===== src/rsc_pkg.sv =====
// Constants, encodings and carrier types for the rotate/shift/control
// read execute slice. Used by every design file of the slice.
package rsc_pkg;

  localparam int unsigned WORD_W    = 32;
  localparam int unsigned IDX_W     = 5;
  localparam int unsigned SET_W     = 6;
  localparam int unsigned OP_W      = 6;
  localparam int unsigned IMMEDIATE_16_W   = 16;
  localparam int unsigned ALIGN_W   = 2;

  // Instruction word field positions
  localparam int unsigned A_LSB     = 27;
  localparam int unsigned B_LSB     = 22;
  localparam int unsigned C_LSB     = 17;
  localparam int unsigned OPX_LSB   = 11;
  localparam int unsigned IMMEDIATE_5_LSB  = 6;
  localparam int unsigned IMMEDIATE_16_LSB = 6;
  localparam int unsigned OP_LSB    = 0;

  // Primary and extended opcodes
  localparam logic [OP_W-1:0] OP_RTYPE = 6'h3A;
  localparam logic [OP_W-1:0] OP_ORI   = 6'h14;
  localparam logic [OP_W-1:0] OP_RDPRS = 6'h38;
  localparam logic [OP_W-1:0] OPX_RDCTL = 6'h26;
  localparam logic [OP_W-1:0] OPX_RET   = 6'h05;
  localparam logic [OP_W-1:0] OPX_ROL   = 6'h03;
  localparam logic [OP_W-1:0] OPX_ROLI  = 6'h02;
  localparam logic [OP_W-1:0] OPX_ROR   = 6'h0B;
  localparam logic [OP_W-1:0] OPX_SLL   = 6'h13;

  localparam logic [IDX_W-1:0]   RETURN_ADDRESS_REGISTER = 5'h1F;
  localparam logic [ALIGN_W-1:0] ALIGN_OK   = 2'h0;
  localparam logic [IMMEDIATE_16_W-1:0] ZERO_HALF  = 16'h0000;
  localparam logic [WORD_W-1:0]  ZERO_WORD  = 32'h0000_0000;
  localparam logic [SET_W-1:0]   SET_RESET  = 6'h00;

  typedef enum logic [3:0] {
    OPK_NONE  = 4'h0,
    OPK_ORI   = 4'h1,
    OPK_RDCTL = 4'h2,
    OPK_RDPRS = 4'h3,
    OPK_RET   = 4'h4,
    OPK_ROL   = 4'h5,
    OPK_ROLI  = 4'h6,
    OPK_ROR   = 4'h7,
    OPK_SLL   = 4'h8
  } rsc_op_t;

  typedef enum logic [1:0] {
    EXC_NONE     = 2'h0,
    EXC_SUPER    = 2'h1,
    EXC_ILLEGAL  = 2'h2,
    EXC_MISALIGN = 2'h3
  } rsc_exc_t;

  typedef enum logic [1:0] {
    SH_ROL = 2'h0,
    SH_ROR = 2'h1,
    SH_SLL = 2'h2
  } rsc_shift_t;

  typedef enum logic [1:0] {
    ST_IDLE = 2'b00,
    ST_OPER = 2'b01,
    ST_DONE = 2'b10
  } rsc_state_t;

  typedef struct packed {
    rsc_op_t              op;
    logic [IDX_W-1:0]     a;
    logic [IDX_W-1:0]     b;
    logic [IDX_W-1:0]     c;
    logic [IDX_W-1:0]     immediate_5;
    logic [IMMEDIATE_16_W-1:0]   immediate_16;
  } rsc_dec_t;

  typedef struct packed {
    logic                 en;
    logic [IDX_W-1:0]     idx;
    logic [WORD_W-1:0]    data;
  } rsc_wb_t;

endpackage : rsc_pkg


===== src/rsc_exec.sv =====
// Decode and execute of or-immediate, control read, previous-set read,
// return, rotates and register shift left. Sits between fetch and the
// register file; all neighbours run on mclk, so no input is synchronised.
`timescale 1ns/10ps

// Notes on behaviour
// RULE1: ori zero-extends immediate, ORs into B
// RULE2: rdctl copies control register; supervisor only
// RULE3: rdprs adds signed immediate to previous A
// RULE4: previous set from tracked status field
// RULE5: no shadow sets illegal; else supervisor only
// RULE6: ret loads PC from return address
// RULE7: misaligned return target raises exception
// RULE8: rol by low five bits of B
// RULE9: roli by five-bit immediate into C
// RULE10: ror by low five bits of B
// RULE11: sll zero fills, writes C
// RULE12: decode primary and extended opcode fields
module rsc_exec
(
  input  wire logic                        mclk,
  input  wire logic                        rst_b,
  input  wire logic                        issue_valid,
  input  wire logic [rsc_pkg::WORD_W-1:0]  issue_instr,
  input  wire logic                        supervisor,
  input  wire logic                        shadow_sets_present,
  input  wire logic [rsc_pkg::WORD_W-1:0]  source_reg_a,
  input  wire logic [rsc_pkg::WORD_W-1:0]  source_reg_b,
  input  wire logic [rsc_pkg::WORD_W-1:0]  prev_reg_a,
  input  wire logic [rsc_pkg::WORD_W-1:0]  control_reg_n,
  input  wire logic                        set_switch,
  input  wire logic [rsc_pkg::SET_W-1:0]   set_switch_to,
  input  wire logic                        prs_write,
  input  wire logic [rsc_pkg::SET_W-1:0]   prs_write_value,
  output      logic                        issue_ready,
  output      logic [rsc_pkg::IDX_W-1:0]   rd_idx_a,
  output      logic [rsc_pkg::IDX_W-1:0]   rd_idx_b,
  output      logic [rsc_pkg::SET_W-1:0]   rd_prev_set,
  output      logic [rsc_pkg::IDX_W-1:0]   ctl_idx,
  output      logic [rsc_pkg::SET_W-1:0]   cur_set,
  output      logic                        done,
  output      logic                        unsupported,
  output      rsc_pkg::rsc_wb_t            wb,
  output      logic                        pc_load,
  output      logic [rsc_pkg::WORD_W-1:0]  pc_target,
  output      logic                        exc_valid,
  output      rsc_pkg::rsc_exc_t           exc_cause
);

  // ------------------------------------------------------------------
  // Storage and next values
  // ------------------------------------------------------------------
  rsc_pkg::rsc_state_t            state;
  rsc_pkg::rsc_state_t            next_state;
  rsc_pkg::rsc_dec_t              dec;
  rsc_pkg::rsc_dec_t              next_dec;
  rsc_pkg::rsc_dec_t              dec_now;
  logic                           next_issue_ready;
  logic [rsc_pkg::IDX_W-1:0]      next_rd_idx_a;
  logic [rsc_pkg::IDX_W-1:0]      next_rd_idx_b;
  logic [rsc_pkg::SET_W-1:0]      next_rd_prev_set;
  logic [rsc_pkg::IDX_W-1:0]      next_ctl_idx;
  logic                           next_done;
  logic                           next_unsupported;
  rsc_pkg::rsc_wb_t               next_wb;
  logic                           next_pc_load;
  logic [rsc_pkg::WORD_W-1:0]     next_pc_target;
  logic                           next_exc_valid;
  rsc_pkg::rsc_exc_t              next_exc_cause;
  logic [rsc_pkg::SET_W-1:0]      prev_set;
  logic [rsc_pkg::WORD_W-1:0]     shift_out;
  logic [rsc_pkg::IDX_W-1:0]      shift_amount;
  rsc_pkg::rsc_shift_t            shift_kind;
  logic [rsc_pkg::OP_W-1:0]       op_field;
  logic [rsc_pkg::OP_W-1:0]       opx_field;
  logic [rsc_pkg::WORD_W-1:0]     imm_zext;
  logic [rsc_pkg::WORD_W-1:0]     imm_sext;

  // ------------------------------------------------------------------
  // Register set tracking and shifter
  // ------------------------------------------------------------------
  rsc_set_track u_set_track
  (
    .mclk            (mclk),
    .rst_b           (rst_b),
    .set_switch      (set_switch),
    .set_switch_to   (set_switch_to),
    .prs_write       (prs_write),
    .prs_write_value (prs_write_value),
    .cur_set         (cur_set),
    .prev_set        (prev_set)
  );

  rsc_shifter u_shifter
  (
    .value  (source_reg_a),
    .amount (shift_amount),
    .kind   (shift_kind),
    .result (shift_out)
  );

  // ------------------------------------------------------------------
  // Instruction decode
  // ------------------------------------------------------------------
  always_comb
  begin
    op_field  = issue_instr[rsc_pkg::OP_LSB +: rsc_pkg::OP_W];
    opx_field = issue_instr[rsc_pkg::OPX_LSB +: rsc_pkg::OP_W];
    dec_now.a = issue_instr[rsc_pkg::A_LSB +: rsc_pkg::IDX_W];
    dec_now.b = issue_instr[rsc_pkg::B_LSB +: rsc_pkg::IDX_W];
    dec_now.c = issue_instr[rsc_pkg::C_LSB +: rsc_pkg::IDX_W];
    dec_now.immediate_5 =
      issue_instr[rsc_pkg::IMMEDIATE_5_LSB +: rsc_pkg::IDX_W];
    dec_now.immediate_16 =
      issue_instr[rsc_pkg::IMMEDIATE_16_LSB +: rsc_pkg::IMMEDIATE_16_W];
    dec_now.op = rsc_pkg::OPK_NONE;
    // RULE12: primary opcode first
    case (op_field)
      rsc_pkg::OP_ORI:   dec_now.op = rsc_pkg::OPK_ORI;
      rsc_pkg::OP_RDPRS: dec_now.op = rsc_pkg::OPK_RDPRS;
      rsc_pkg::OP_RTYPE:
      begin
        // RULE12: extended opcode selects R-type
        case (opx_field)
          rsc_pkg::OPX_RDCTL: dec_now.op = rsc_pkg::OPK_RDCTL;
          rsc_pkg::OPX_RET:   dec_now.op = rsc_pkg::OPK_RET;
          rsc_pkg::OPX_ROL:   dec_now.op = rsc_pkg::OPK_ROL;
          rsc_pkg::OPX_ROLI:  dec_now.op = rsc_pkg::OPK_ROLI;
          rsc_pkg::OPX_ROR:   dec_now.op = rsc_pkg::OPK_ROR;
          rsc_pkg::OPX_SLL:   dec_now.op = rsc_pkg::OPK_SLL;
          default:            dec_now.op = rsc_pkg::OPK_NONE;
        endcase
      end
      default: dec_now.op = rsc_pkg::OPK_NONE;
    endcase
  end

  // ------------------------------------------------------------------
  // Operand shaping
  // ------------------------------------------------------------------
  always_comb
  begin
    // RULE1: upper half forced to zero
    imm_zext = {rsc_pkg::ZERO_HALF, dec.immediate_16};
    // RULE3: sign bit copied upward
    imm_sext = {{rsc_pkg::IMMEDIATE_16_W{dec.immediate_16[rsc_pkg::IMMEDIATE_16_W-1]}},
                dec.immediate_16};
    shift_kind   = rsc_pkg::SH_ROL;
    shift_amount = source_reg_b[rsc_pkg::IDX_W-1:0];
    case (dec.op)
      // RULE9: count from immediate field
      rsc_pkg::OPK_ROLI: shift_amount = dec.immediate_5;
      rsc_pkg::OPK_ROR:  shift_kind   = rsc_pkg::SH_ROR;
      rsc_pkg::OPK_SLL:  shift_kind   = rsc_pkg::SH_SLL;
      default:           shift_kind   = rsc_pkg::SH_ROL;
    endcase
  end

  // ------------------------------------------------------------------
  // Sequencing and execute
  // ------------------------------------------------------------------
  always_comb
  begin
    next_state       = state;
    next_dec         = dec;
    next_issue_ready = issue_ready;
    next_rd_idx_a    = rd_idx_a;
    next_rd_idx_b    = rd_idx_b;
    next_rd_prev_set = rd_prev_set;
    next_ctl_idx     = ctl_idx;
    next_done        = 1'b0;
    next_unsupported = 1'b0;
    next_wb          = '0;
    next_pc_load     = 1'b0;
    next_pc_target   = pc_target;
    next_exc_valid   = 1'b0;
    next_exc_cause   = rsc_pkg::EXC_NONE;
    case (state)
      rsc_pkg::ST_IDLE:
      begin
        if (issue_valid)
        begin
          next_state       = rsc_pkg::ST_OPER;
          next_issue_ready = 1'b0;
          next_dec         = dec_now;
          next_rd_idx_a    = dec_now.a;
          next_rd_idx_b    = dec_now.b;
          // RULE4: set chosen by previous-set field
          next_rd_prev_set = prev_set;
          next_ctl_idx     = dec_now.immediate_5;
        end
      end
      rsc_pkg::ST_OPER:
      begin
        next_state = rsc_pkg::ST_DONE;
        next_done  = 1'b1;
        case (dec.op)
          rsc_pkg::OPK_ORI:
          begin
            // RULE1: OR into register B
            next_wb.en   = 1'b1;
            next_wb.idx  = dec.b;
            next_wb.data = source_reg_a | imm_zext;
          end
          rsc_pkg::OPK_RDCTL:
          begin
            // RULE2: user mode traps instead of reading
            if (!supervisor)
            begin
              next_exc_valid = 1'b1;
              next_exc_cause = rsc_pkg::EXC_SUPER;
            end
            else
            begin
              next_wb.en   = 1'b1;
              next_wb.idx  = dec.c;
              next_wb.data = control_reg_n;
            end
          end
          rsc_pkg::OPK_RDPRS:
          begin
            // RULE5: illegal wins over privilege
            if (!shadow_sets_present)
            begin
              next_exc_valid = 1'b1;
              next_exc_cause = rsc_pkg::EXC_ILLEGAL;
            end
            else if (!supervisor)
            begin
              next_exc_valid = 1'b1;
              next_exc_cause = rsc_pkg::EXC_SUPER;
            end
            else
            begin
              // RULE3: sum lands in current set B
              next_wb.en   = 1'b1;
              next_wb.idx  = dec.b;
              next_wb.data = prev_reg_a + imm_sext;
            end
          end
          rsc_pkg::OPK_RET:
          begin
            // RULE7: low target bits must be clear
            if (source_reg_a[rsc_pkg::ALIGN_W-1:0] != rsc_pkg::ALIGN_OK)
            begin
              next_exc_valid = 1'b1;
              next_exc_cause = rsc_pkg::EXC_MISALIGN;
            end
            else
            begin
              // RULE6: jump to return address
              next_pc_load   = 1'b1;
              next_pc_target = source_reg_a;
            end
          end
          rsc_pkg::OPK_ROL,
          rsc_pkg::OPK_ROLI,
          rsc_pkg::OPK_ROR,
          rsc_pkg::OPK_SLL:
          begin
            // RULE8: shifter result to register C
            next_wb.en   = 1'b1;
            next_wb.idx  = dec.c;
            next_wb.data = shift_out;
          end
          default:
          begin
            next_unsupported = 1'b1;
          end
        endcase
      end
      rsc_pkg::ST_DONE:
      begin
        next_state       = rsc_pkg::ST_IDLE;
        next_issue_ready = 1'b1;
      end
      default:
      begin
        next_state       = rsc_pkg::ST_IDLE;
        next_issue_ready = 1'b1;
      end
    endcase
  end

  always_ff @(posedge mclk or negedge rst_b)
  begin
    if (!rst_b)
    begin
      state       <= rsc_pkg::ST_IDLE;
      dec         <= '0;
      issue_ready <= 1'b1;
      rd_idx_a    <= '0;
      rd_idx_b    <= '0;
      rd_prev_set <= rsc_pkg::SET_RESET;
      ctl_idx     <= '0;
      done        <= 1'b0;
      unsupported <= 1'b0;
      wb          <= '0;
      pc_load     <= 1'b0;
      pc_target   <= rsc_pkg::ZERO_WORD;
      exc_valid   <= 1'b0;
      exc_cause   <= rsc_pkg::EXC_NONE;
    end
    else
    begin
      state       <= next_state;
      dec         <= next_dec;
      issue_ready <= next_issue_ready;
      rd_idx_a    <= next_rd_idx_a;
      rd_idx_b    <= next_rd_idx_b;
      rd_prev_set <= next_rd_prev_set;
      ctl_idx     <= next_ctl_idx;
      done        <= next_done;
      unsupported <= next_unsupported;
      wb          <= next_wb;
      pc_load     <= next_pc_load;
      pc_target   <= next_pc_target;
      exc_valid   <= next_exc_valid;
      exc_cause   <= next_exc_cause;
    end
  end

endmodule : rsc_exec


===== src/rsc_shifter.sv =====
// Combinational rotate and logical left shift of one 32-bit word.
// Count is already reduced to five bits by the caller.
`timescale 1ns/10ps
module rsc_shifter
(
  input  wire logic [rsc_pkg::WORD_W-1:0] value,
  input  wire logic [rsc_pkg::IDX_W-1:0]  amount,
  input  wire rsc_pkg::rsc_shift_t        kind,
  output      logic [rsc_pkg::WORD_W-1:0] result
);

  logic [2*rsc_pkg::WORD_W-1:0] dbl_left;
  logic [2*rsc_pkg::WORD_W-1:0] dbl_right;

  // Doubled word makes wrapped bits fall out of the shift
  always_comb
  begin
    dbl_left  = {value, value} << amount;
    dbl_right = {value, value} >> amount;
    case (kind)
      // RULE8: top bits re-enter low
      rsc_pkg::SH_ROL: result = dbl_left[2*rsc_pkg::WORD_W-1:rsc_pkg::WORD_W];
      // RULE10: low bits re-enter top
      rsc_pkg::SH_ROR: result = dbl_right[rsc_pkg::WORD_W-1:0];
      // RULE11: zero fill from bottom
      rsc_pkg::SH_SLL: result = value << amount;
      default:         result = value;
    endcase
  end

endmodule : rsc_shifter


===== src/rsc_set_track.sv =====
// Current and previous register set tracking.
// Exception entry and software writes come from logic on the same clock.
`timescale 1ns/10ps
module rsc_set_track
(
  input  wire logic                       mclk,
  input  wire logic                       rst_b,
  input  wire logic                       set_switch,
  input  wire logic [rsc_pkg::SET_W-1:0]  set_switch_to,
  input  wire logic                       prs_write,
  input  wire logic [rsc_pkg::SET_W-1:0]  prs_write_value,
  output      logic [rsc_pkg::SET_W-1:0]  cur_set,
  output      logic [rsc_pkg::SET_W-1:0]  prev_set
);

  logic [rsc_pkg::SET_W-1:0] next_cur_set;
  logic [rsc_pkg::SET_W-1:0] next_prev_set;

  always_comb
  begin
    next_cur_set  = cur_set;
    next_prev_set = prev_set;
    // RULE4: remember set left by exception
    if (set_switch)
    begin
      next_prev_set = cur_set;
      next_cur_set  = set_switch_to;
    end
    // RULE4: software may pick any set
    else if (prs_write)
    begin
      next_prev_set = prs_write_value;
    end
  end

  always_ff @(posedge mclk or negedge rst_b)
  begin
    if (!rst_b)
    begin
      cur_set  <= rsc_pkg::SET_RESET;
      prev_set <= rsc_pkg::SET_RESET;
    end
    else
    begin
      cur_set  <= next_cur_set;
      prev_set <= next_prev_set;
    end
  end

endmodule : rsc_set_track


===== config.mk =====
export PLATFORM = sky130hd
export DESIGN_NAME = rsc_exec
export DESIGN_NICKNAME = d
export VERILOG_FILES = /design/src/rsc_pkg.sv /design/src/rsc_exec.sv /design/src/rsc_shifter.sv /design/src/rsc_set_track.sv
export SDC_FILE = /design/constraint.sdc
export NUM_CORES = 1
export LEC_CHECK = 0
export BUFFER_PORTS_ARGS = -buffer_cell sky130_fd_sc_hd__clkbuf_2
export CORE_AREA = 4 4 173 175
export CTS_BUF_LIST = sky130_fd_sc_hd__clkbuf_16
export DETAILED_ROUTE_END_ITERATION = 7
export DIE_AREA = 0 0 177 179
export PLACE_DENSITY = 0.69
export SYNTH_ARGS = -nofsm -noshare
export SYNTH_HDL_FRONTEND = slang
export SYNTH_SLANG_ARGS = --single-unit
export TNS_END_PERCENT = 20

===== constraint.sdc =====
create_clock -name mclk -period 2.9 [get_ports mclk]
set_clock_uncertainty 0.1 [all_clocks]
set_input_delay 0 -clock mclk [delete_from_list [all_inputs] [get_ports mclk]]
set_output_delay 0 -clock mclk [all_outputs]
set_load 0.05 [all_outputs]

==> results of run 1 <==
## layout by cell type, fill, tap and decap left out, drive strengths merged, types with 17 or more instances in the layout
cell type,Yosys,final
a211oi,37,37
a21o,20,20
a21oi,74,74
a22oi,32,32
a31oi,26,26
buf,52,314
clkbuf,89,271
dfrtp,126,126
dlygate4sd3,0,122
ha,31,31
inv,13,21
mux2,17,17
mux2i,164,164
nand2,307,307
nand3,23,23
nor2,88,88
nor3,22,22
o21ai,82,82
o22ai,36,36
xnor2,19,19
## flip-flops by register name (all words and copies together), names as in the netlist
signal	cells
exc_valid	1
dec	25
u_set_track.cur_set	6
pc_target	32
u_set_track.prev_set	6
pc_load	1
issue_ready	1
done	1
exc_cause	2
rd_prev_set	6
rd_idx_a	5
state	2
wb	38
unsupported	1
## worst max-delay path by stage
stage / startpoint / end / cells past startpoint
after floorplan: dec[36]$_DFFE_PN0P_ / wb[23]$_DFF_PN0_ / 11
after global placement: dec[16]$_DFFE_PN0P_ / wb[22]$_DFF_PN0_ / 13
after detailed placement: dec[16]$_DFFE_PN0P_ / wb[22]$_DFF_PN0_ / 13
after CTS: dec[36]$_DFFE_PN0P_ / wb[24]$_DFF_PN0_ / 13
after global routing: dec[39]$_DFFE_PN0P_ / wb[24]$_DFF_PN0_ / 13
final: dec[39]$_DFFE_PN0P_ / wb[24]$_DFF_PN0_ / 13
## layout make-up
type	count	area [um^2]	area share [%]
clock buffer	17	425.4	2.368
multi-input combinational	1178	8462	47.11
sequential	127	3181	17.71
timing repair buffer	690	5167	28.77
inverter	13	48.80	0.2717
clock inverter	15	197.7	1.101
tap	384	480.5	2.675
## power groups by stage
stage               combinational (mW)  clock (mW)  sequential [mW]
finish                            3.83        2.39             2.02
global route                      4.06        2.47             2.03
CTS                               3.64        2.39             2.01
detailed placement                3.36           0             2.05
global placement                  3.33           0             2.04
floorplan                         1.80           0             2.25
## metal layers
| metal | vias up | GRT usage [%] | share of wire (%) |
|---|---|---|---|
| li1 | 6509 | - | - |
| met4 | 2 | 20.86 | 6.9 |
| met3 | 286 | 7.929 | 9.7 |
| met5 | - | 0 | 0.028 |
| met2 | 1077 | 60.78 | 46 |
| met1 | 7061 | 46.69 | 37 |
## worst reg2reg max path: stages, from the launching register on
cell,delay [ps]
dfrtp_1,410
nor4bb_4,350
buf_12,190
mux2_4,410
buf_12,190
buf_4,140
mux2i_1,130
mux2i_1,120
mux2i_1,190
buf_4,180
mux2i_1,130
a211oi_2,310
a211oi_2,80
a211o_1,250
## metrics by stage
step / worst slack, ps / TNS, ps / instances
2_1_floorplan: -12.73 / -14.81 / 1459
3_3_place_gp: -456.2 / -10170 / 2248
3_5_place_dp: -456.2 / -10770 / 2248
4_1_cts: -329.7 / -7986 / 2409
5_1_grt: -548.1 / -13260 / 2424
6_report: -385.9 / -9248 / 2424
## repair_timing
action	4_1_cts	5_1_grt
endpoints found under the setup margin	32	33
hold endpoints to repair	179	0
setup buffers	7	15
resized for setup	85	50
hold buffers	122	0
pin swaps	13	11
## cells by family after synthesis
logic type,Yosys count,synth area share [%]
flops,127,27.06
xor+xnor,25,1.864
buf+inv,154,6.561
fa+ha+maj,32,3.472
simple gates,501,18.26
mux,191,17.71
compound gates,429,25.07
==> impl_metrics.py, run 1 <==
metrics = {
    "setup_path": {
        "cp_max_fo": 15,
        "critPathTopFamily": "multiplexers",
        "crit_top_cell": "mux2i_1",
        "setup.worst_path.class": "reg -> reg",
        "critPathMaxStageDelay_ps": 410,
        "reg2reg_setup_slack_ps": -390,
        "required_ps": 3110,
        "worstReg2RegStart": "dec[39]$_DFFE_PN0P_",
        "cp_slowest_cell": "dfrtp_1",
        "path_buf_inv": 4,
        "cp-end-kind": "flop",
        "worstPathArrival_ps": 3500,
        "crit_chain": "nor4bb_4 -> buf_12 -> mux2_4 -> buf_12 -> buf_4 -> mux2i_1 -> mux2i_1 -> mux2i_1 -> buf_4 -> mux2i_1 -> a211oi_2 -> a211oi_2 -> a211o_1",
        "start_kind": "flop",
        "rr_worst_depth": 13,
        "r2r-end": "wb[24]$_DFF_PN0_",
    },
    "floorplan": {
        "fp.dieH_um": 179,
        "core_um2": 28470,
        "dieArea_um2": 31680,
        "rows": 62,
        "initial_utilization_pct": 41.26,
        "die_x_um": 177,
        "pin_count": 283,
    },
    "layout": {
        "drive_gt1_share_pct": 37.55,
        "area_delta_synth_final_pct": 52.90,
        "final_util_pct": 63.09,
        "postLayoutCellArea_um2": 17960,
        "num-fill-cells": 2425,
        "antenna_cells": 0,
        "nNetsFinal": 2238,
    },
    "logic_synthesis": {
        "synth_top_area_share_pct": 26.84,
        "synth_cell_types": 88,
        "synth.ff_latch_count": 127,
        "yosys_warnings": 0,
        "synth_most_common_cell": "nand2_1",
        "syn-num-nets": 1670,
        "yosysSeqAreaShare_pct": 27.06,
        "synth_common_cells": "nand2_1, mux2i_1, dfrtp_1",
        "avgSynthCellArea_um2": 8.052,
        "synth_enable_flop_cells": 0,
        "synthCells": 1459,
        "yosys.area.top_type": "dfrtp_1",
        "synth.area.top_cells": "dfrtp_1, mux2i_1, nand2_1, ha_1, a21oi_1",
        "netlist_area_um2": 11750,
        "async_flop_share_pct": 100.0,
        "ys.flop_type": "dfrtp_1",
    },
    "cts": {
        "clkTransAtPathRegs_ps": 70,
        "cts_root_buf": "clkbuf_16",
        "clkLatencyLatePin_ps": 440,
        "cts_buffer_depth": 2,
        "cts_tree": "yes",
        "numClockSinks": 127,
        "numCtsBuffers": 17,
        "htree_levels": 4,
    },
    "power": {
        "intPower_mw": 4.913,
        "p_switching_mw": 3.320,
        "power.density_nw_per_um2": 458.4,
        "leakagePower_nw": 8.698,
        "clockPowerShare_pct": 29.0,
        "seqPwrFrac_pct": 24.5,
        "vdd_drop_max_v": 0.0003908,
        "power_frac_comb_pct": 46.5,
        "total_power_mw": 8.233,
        "swShare_pct": 40.33,
    },
    "place": {
        "io_buffers": 255,
        "gp_congestion": 1.099,
        "placed_area_um2": 15330,
        "hpwl_mm": 44.81,
    },
    "route": {
        "dr.pass1.iters": 8,
        "wirelength_mm": 60.88,
        "drc": 8,
        "detail-route-antenna-nets": 0,
        "wire_per_inst_um": 25.12,
        "dr_total_vias": 14940,
        "avgViaCountPerCell": 6.161,
        "drtIter0Drc": 1750,
    },
    "timing": {
        "slew_viol_final": 0,
        "fin_ws_ps": -385.9,
        "final.period_utilization_pct": 113.3,
        "final_hold_viol_count": 0,
        "fmax_ghz": 0.3043,
        "maxSlewHeadroom_pct": 46.14,
        "whs_ps": 8.929,
        "finalSetupViolCount": 32,
        "finalCriticalPeriod_ps": 3286,
        "rsz0062_at_grt": "true",
        "tightestPinTransition_ps": 807.9,
    },
    "global_route": {
        "grt_pass1_wl_mm": 90.20,
        "grt_max_degree": 80,
        "antenna_found_initial": 1,
        "grt_overflow": 0,
        "grtUsageTotal_pct": 37.50,
        "grt_pass1_vias": 14880,
    },
    "worst_hold_path": {
        "hold_path.class": "in -> reg",
        "worstHoldStart": "control_reg_n[10]",
        "holdPathStages": 4,
        "min_to": "wb[10]$_DFF_PN0_",
    },
    "status": {
        "violations": "DRC, setup timing",
        "status": "finished, violations left",
    },
    "flow_run": {
        "maxCapViolCount": 0,
    },
}
Note: power is estimated with default switching activity, not from simulation.
==> run 2: changes to the inputs <==
--- a/config.mk
+++ b/config.mk
@@ -14,4 +14,4 @@
 export SYNTH_ARGS = -nofsm -noshare
 export SYNTH_HDL_FRONTEND = slang
 export SYNTH_SLANG_ARGS = --single-unit
-export TNS_END_PERCENT = 20
+export TNS_END_PERCENT = 100
==> run 2 against run 1 <==
  * The run ends with setup timing left
  * Cell area up 5.1%
  * Via count up 1.4%
  * Wire length up 8.0%
  * Setup slack worse by 65 ps
  * Non-clock buffer count up 35
==> impl_metrics.py, run 2 (synthesis gave the netlist of run 1 again) <==
metrics = {
    "layout": {
        "layout_commonest_cell": "buf_4",
        "postLayoutCellArea_um2": 18880,
        "multi_input_area_um2": 9084,
        "layoutNonFillerInstCount": 2460,
        "final_util_pct": 66.31,
        "nNetsFinal": 2274,
        "antenna_cells": 0,
        "largest_reg_flops": 38,
        "mostFrequentLayoutCells": "buf_4, nand2_1, clkbuf_2",
        "area_delta_synth_final_pct": 60.71,
        "top_register": "wb",
        "drive_gt1_share_pct": 42.63,
        "num-fill-cells": 2298,
        "register_area_um2": 3181,
        "top_regs": "wb x38, pc_target x32, dec x25",
    },
    "timing": {
        "final_hold_viol_count": 0,
        "slew_viol_final": 0,
        "finalSetupViolCount": 32,
        "maxSlewHeadroom_pct": 40.14,
        "rsz0062_at_grt": "true",
        "tightestPinTransition_ps": 897.9,
        "whs_ps": 37.69,
        "fin_tns_setup_ps": -10780,
        "final.period_utilization_pct": 115.6,
        "fin_ws_ps": -451.2,
        "finalCriticalPeriod_ps": 3351,
        "fmax_ghz": 0.2984,
    },
    "setup_path": {
        "cp_max_fo": 6,
        "r2r-end": "wb[8]$_DFF_PN0_",
        "start_kind": "flop",
        "setup.worst_path.class": "reg -> reg",
        "cp-end-kind": "flop",
        "reg2reg_setup_slack_ps": -450,
        "worstReg2RegStart": "dec[39]$_DFFE_PN0P_",
        "worstPathArrival_ps": 3580,
        "rr_worst_depth": 14,
        "required_ps": 3130,
    },
    "status": {
        "status": "finished, violations left",
        "violations": "setup timing",
    },
    "cts": {
        "clkTransAtPathRegs_ps": 60,
        "cts_root_buf": "clkbuf_16",
        "cts_buffer_depth": 2,
        "numCtsBuffers": 17,
        "numClockSinks": 127,
        "htree_levels": 4,
        "clkLatencyLatePin_ps": 450,
        "cts_tree": "yes",
    },
    "floorplan": {
        "initial_utilization_pct": 41.26,
        "pin_count": 283,
        "core_um2": 28470,
        "fp.dieH_um": 179,
        "rows": 62,
        "dieArea_um2": 31680,
        "die_x_um": 177,
    },
    "route": {
        "wire_per_inst_um": 26.72,
        "wirelength_mm": 65.74,
        "dr.pass1.iters": 8,
        "dr_total_vias": 15140,
        "detail-route-antenna-nets": 0,
        "drtIter0Drc": 1771,
        "drc": 0,
        "avgViaCountPerCell": 6.156,
    },
    "place": {
        "dp.cells": 2259,
        "gp_congestion": 1.052,
        "placed_area_um2": 15290,
        "pre_cts_ws_ps": -591.8,
        "hpwl_mm": 47.54,
        "io_buffers": 255,
    },
    "power": {
        "leakagePower_nw": 8.949,
        "vdd_drop_max_v": 0.0006191,
        "p_switching_mw": 3.392,
        "total_power_mw": 8.246,
        "power_frac_comb_pct": 49.9,
        "seqPwrFrac_pct": 24.6,
        "clockPowerShare_pct": 25.5,
        "intPower_mw": 4.854,
        "power.density_nw_per_um2": 436.8,
        "swShare_pct": 41.14,
    },
    "global_route": {
        "grtUsageTotal_pct": 40.42,
        "grt_overflow": 0,
        "grt_pass1_wl_mm": 95.25,
        "grt_pass1_vias": 15130,
        "antenna_found_initial": 1,
        "grt_max_degree": 69,
    },
    "flow_run": {
        "maxCapViolCount": 0,
    },
    "worst_hold_path": {
        "min_to": "pc_target[5]$_DFFE_PN0P_",
        "worstHoldStart": "source_reg_a[5]",
        "holdPathStages": 4,
        "hold_path.class": "in -> reg",
    },
}
-- run 2: cell count changes in the layout (fill, tap and decap cells not counted), moves of 7 or more --
cell,previous run,this run
nand2_1,302,293
o21ai_0,50,42
nor2_1,82,74
mux2i_1,126,110
o21ai_2,4,13
nand2_2,4,11
o22ai_1,24,15
a211oi_1,25,17
mux2i_4,10,25
buf_12,23,15
buf_4,283,295
o22ai_2,12,20
buf_6,8,26
-- run 2: critical path, stage by stage, from the launching register on --
cell	delay, ps
dfrtp_1	400
nor4bb_4	300
buf_6	180
buf_12	140
mux2i_4	300
buf_6	170
buf_12	130
mux2i_4	250
mux2i_1	120
mux2i_1	300
buf_4	200
o22ai_2	90
a211oi_1	240
a21oi_1	70
a22o_1	240
-- run 2: cell type report --
cell class                      count  area share, %
Multi-Input combinational cell   1179          48.11
Timing Repair Buffer              725          29.27
Sequential cell                   127          16.85
Tap cell                          384          2.545
Clock buffer                       17          2.253
Clock inverter                     15         0.7158
Inverter                           13         0.2585
-- run 2: layer usage --
metal	routed length (um)	up-vias	share of wire [%]	GRT usage, %
met5	0	-	0	0
met4	3596	0	5.5	19.70
met3	6276	235	9.5	8.941
met2	30430	970	46	66.36
met1	25440	7359	39	50.51
li1	-	6579	-	-
-- run 2: timing repair --
action | in CTS | in global routing
gates resized for setup | 150 | 149
hold endpoints to repair | 207 | 0
hold buffers | 126 | 0
pin swaps | 51 | 50
endpoints found under the setup margin | 32 | 32
buffers inserted | 27 | 14
cloned | 4 | 2
-- run 2: power groups by stage --
stage / Clock (mW) / Sequential, mW / Combinational [mW]
after floorplan: 0 / 2.25 / 1.80
after global placement: 0 / 2.04 / 3.43
after detailed placement: 0 / 2.04 / 3.45
after CTS: 2.10 / 2.02 / 3.81
after global routing: 2.20 / 2.04 / 4.33
final: 2.11 / 2.03 / 4.11
-- run 2: worst max path at each step --
stage / start / end / cells past startpoint / slack, ps
floorplan: dec[36]$_DFFE_PN0P_ / wb[24]$_DFF_PN0_ / 12 / -2
global placement: dec[39]$_DFFE_PN0P_ / wb[12]$_DFF_PN0_ / 13 / -600
detailed placement: dec[39]$_DFFE_PN0P_ / wb[13]$_DFF_PN0_ / 12 / -590
CTS: dec[36]$_DFFE_PN0P_ / wb[22]$_DFF_PN0_ / 12 / -380
global route: dec[39]$_DFFE_PN0P_ / wb[30]$_DFF_PN0_ / 14 / -530
finish: dec[39]$_DFFE_PN0P_ / wb[8]$_DFF_PN0_ / 14 / -450
==> run 3: changes to the inputs <==
--- a/config.mk
+++ b/config.mk
@@ -5,12 +5,14 @@
 export SDC_FILE = /design/constraint.sdc
 export NUM_CORES = 1
 export LEC_CHECK = 0
+export ABC_AREA = 1
 export BUFFER_PORTS_ARGS = -buffer_cell sky130_fd_sc_hd__clkbuf_2
-export CORE_AREA = 4 4 173 175
+export CORE_AREA = 4 4 169 171
 export CTS_BUF_LIST = sky130_fd_sc_hd__clkbuf_16
 export DETAILED_ROUTE_END_ITERATION = 7
-export DIE_AREA = 0 0 177 179
+export DIE_AREA = 0 0 173 175
 export PLACE_DENSITY = 0.69
+export SLEW_MARGIN = 40
 export SYNTH_ARGS = -nofsm -noshare
 export SYNTH_HDL_FRONTEND = slang
 export SYNTH_SLANG_ARGS = --single-unit
==> run 3 against run 2 <==
  * The flow finishes with violations (DRC)
  * Setup slack gained 530 ps
  * Critical path depth grew 1
  * Hold slack lost 36 ps
  * Critical endpoint is now wb[20]$_DFF_PN0_
  * Combinational power shrank 9.2%
  * Final cell count grew 2.8%
  * Via count shrank 2.8%
==> impl_metrics.py, run 3 <==
metrics = {
    "status": {
        "status": "finished, violations left",
        "violations": "DRC",
    },
    "logic_synthesis": {
        "synth_enable_flop_cells": 0,
        "synth.area.top_cells": "dfrtp_1, nand3_1, nand2_1, inv_1, o21ai_0",
        "synth_common_cells": "nand2_1, nand3_1, inv_1",
        "synth_most_common_cell": "nand2_1",
        "synthCells": 1801,
        "yosys_warnings": 0,
        "async_flop_share_pct": 100.0,
        "netlist_area_um2": 11210,
        "syn-num-nets": 2012,
        "synth.ff_latch_count": 127,
        "yosysSeqAreaShare_pct": 28.37,
        "synth_top_area_share_pct": 28.13,
        "synth_cell_types": 47,
        "yosys.area.top_type": "dfrtp_1",
        "avgSynthCellArea_um2": 6.223,
        "ys.flop_type": "dfrtp_1",
    },
    "floorplan": {
        "core_um2": 26880,
        "rows": 60,
        "dieArea_um2": 30280,
        "die_x_um": 173,
        "fp.dieH_um": 175,
        "initial_utilization_pct": 41.70,
        "pin_count": 283,
    },
    "timing": {
        "fin_tns_setup_ps": 0,
        "slew_viol_final": 0,
        "maxSlewHeadroom_pct": 58.49,
        "fmax_ghz": 0.3550,
        "final_hold_viol_count": 0,
        "fin_ws_ps": 83.17,
        "rsz0062_at_grt": "true",
        "finalSetupViolCount": 0,
        "finalCriticalPeriod_ps": 2817,
        "tightestPinTransition_ps": 616.1,
        "final.period_utilization_pct": 97.13,
    },
    "global_route": {
        "antenna_found_initial": 0,
        "grtUsageTotal_pct": 35.32,
        "grt_overflow": 0,
        "grt_max_degree": 66,
        "grt_pass1_wl_mm": 83.85,
        "grt_pass1_vias": 14390,
    },
    "layout": {
        "largest_reg_flops": 38,
        "antenna_cells": 0,
        "layout_commonest_cell": "nand2_1",
        "mostFrequentLayoutCells": "nand2_1, nand3_1, clkbuf_2",
        "drive_gt1_share_pct": 18.79,
        "top_register": "wb",
        "area_delta_synth_final_pct": 34.83,
        "nNetsFinal": 2386,
        "top_regs": "wb x38, pc_target x32, dec x25",
        "postLayoutCellArea_um2": 15110,
        "layoutNonFillerInstCount": 2528,
    },
    "power": {
        "vdd_drop_max_v": 0.0004079,
        "leakagePower_nw": 7.860,
        "power.density_nw_per_um2": 554.9,
    },
    "setup_path": {
        "required_ps": 3130,
        "cp-end-kind": "flop",
        "reg2reg_setup_slack_ps": 80,
        "setup.worst_path.class": "reg -> reg",
        "cp_max_fo": 5,
        "worstPathArrival_ps": 3040,
        "start_kind": "flop",
    },
    "route": {
        "detail-route-antenna-nets": 0,
        "wire_per_inst_um": 21.53,
        "drtIter0Drc": 1788,
        "drc": 1,
        "wirelength_mm": 54.43,
        "dr.pass1.iters": 8,
        "avgViaCountPerCell": 5.825,
        "dr_total_vias": 14730,
    },
    "worst_hold_path": {
        "hold_path.class": "in -> reg",
    },
    "cts": {
        "clkTransAtPathRegs_ps": 70,
        "numCtsBuffers": 17,
        "cts_root_buf": "clkbuf_16",
        "cts_tree": "yes",
        "cts_buffer_depth": 2,
        "numClockSinks": 127,
        "clkLatencyLatePin_ps": 440,
        "htree_levels": 4,
    },
    "place": {
        "gp_congestion": 0.9879,
        "pre_cts_ws_ps": 140.1,
        "io_buffers": 255,
        "dp.cells": 2367,
        "placed_area_um2": 13060,
        "hpwl_mm": 40.36,
    },
    "flow_run": {
        "maxCapViolCount": 0,
    },
}
-- run 3: changes by cell type after synthesis, moves of 14 or more --
cell / before / now
nand4_1: 4 / 21
a31oi_1: 26 / 7
xnor2_1: 19 / 3
inv_1: 12 / 153
o22ai_1: 35 / 0
mux2i_1: 161 / 0
o21ai_0: 57 / 107
a211o_1: 14 / 0
nand2_1: 306 / 500
clkbuf_1: 88 / 49
a211oi_1: 32 / 2
nand3_1: 23 / 456
a22oi_1: 31 / 5
-- run 3: cell type report --
cell class,instances,area (um^2)
inverters,163,611.8
repair buffers,458,3263
multi-input cells,1408,6972
clock buffers,17,425.4
fillers,2591,11770
clock inverters,14,229.0
flip-flops and latches,127,3183
well taps,341,426.7
-- run 3: stage by stage --
stage	hold slack (ps)	power, mW	utilization (%)
after floorplan	-395.6	4.478	-
after global placement	-131.9	5.586	48.60
after detailed placement	-133.6	5.601	48.60
after CTS	0.02343	8.252	55.87
after global routing	28.24	8.799	56.22
final	1.322	8.385	56.22
-- run 3: metal layers --
| metal | part of all wire [%] | GRT usage, % | wire [um] | vias up |
|---|---|---|---|---|
| met4 | 6.0 | 18.62 | 3290 | 0 |
| met5 | 0 | 0 | 0 | - |
| met3 | 9.5 | 7.205 | 5197 | 169 |
| li1 | - | - | - | 6847 |
| met1 | 39 | 44.60 | 21160 | 6834 |
| met2 | 46 | 57.21 | 24790 | 875 |
-- run 3: cell families (layout without fill, tap and decap cells) --
family / count (synthesis) / after routing / synth area share [%]
AO/OA/AOI/OAI: 273 / 273 / 13.83
XOR/XNOR: 6 / 6 / 0.4690
adder cells (fa/ha/maj): 32 / 32 / 3.640
buffers and inverters: 266 / 652 / 10.41
flip-flops: 127 / 127 / 28.37
AND/OR/NAND/NOR: 1097 / 1097 / 43.28
-- run 3: worst max-delay path, stage by stage (launching register included) --
cell and delay [ps]:
dfrtp_2 450, ha_1 210, inv_1 70, fa_1 210, o21ai_0 110, buf_4 160
a21oi_1 350, o21ai_0 140, buf_4 170, nand2_1 60, nand2_1 60, a21oi_1 130
o21ai_0 90, o211ai_1 130, inv_1 70, a21oi_1 220
-- run 3: report_power, final --
part,internal (mW),total (mW),switching [mW]
logic,1.17,3.73,2.55
clock network,1.54,2.50,0.957
registers,1.99,2.16,0.172
-- run 3: repair_timing --
item,4_1_cts,5_1_grt
setup endpoints to repair,0,20
hold buffers,128,1
setup buffers,0,1
resized for setup,0,25
endpoints found under the hold margin,222,1
-- run 3: final timing paths --
path | from | endpoint | depth (start not counted)
worst max-delay path | dec[16]$_DFFE_PN0P_ | wb[20]$_DFF_PN0_ | 15
worst min-delay path | source_reg_a[10] | pc_target[10]$_DFFE_PN0P_ | 3
worst max register to register | dec[16]$_DFFE_PN0P_ | wb[20]$_DFF_PN0_ | 15
worst min register to register | pc_target[27]$_DFFE_PN0P_ | pc_target[27]$_DFFE_PN0P_ | 2
max in group asynchronous | rst_b | pc_target[22]$_DFFE_PN0P_ | 4
min in group asynchronous | rst_b | rd_idx_a[4]$_DFFE_PN0P_ | 3
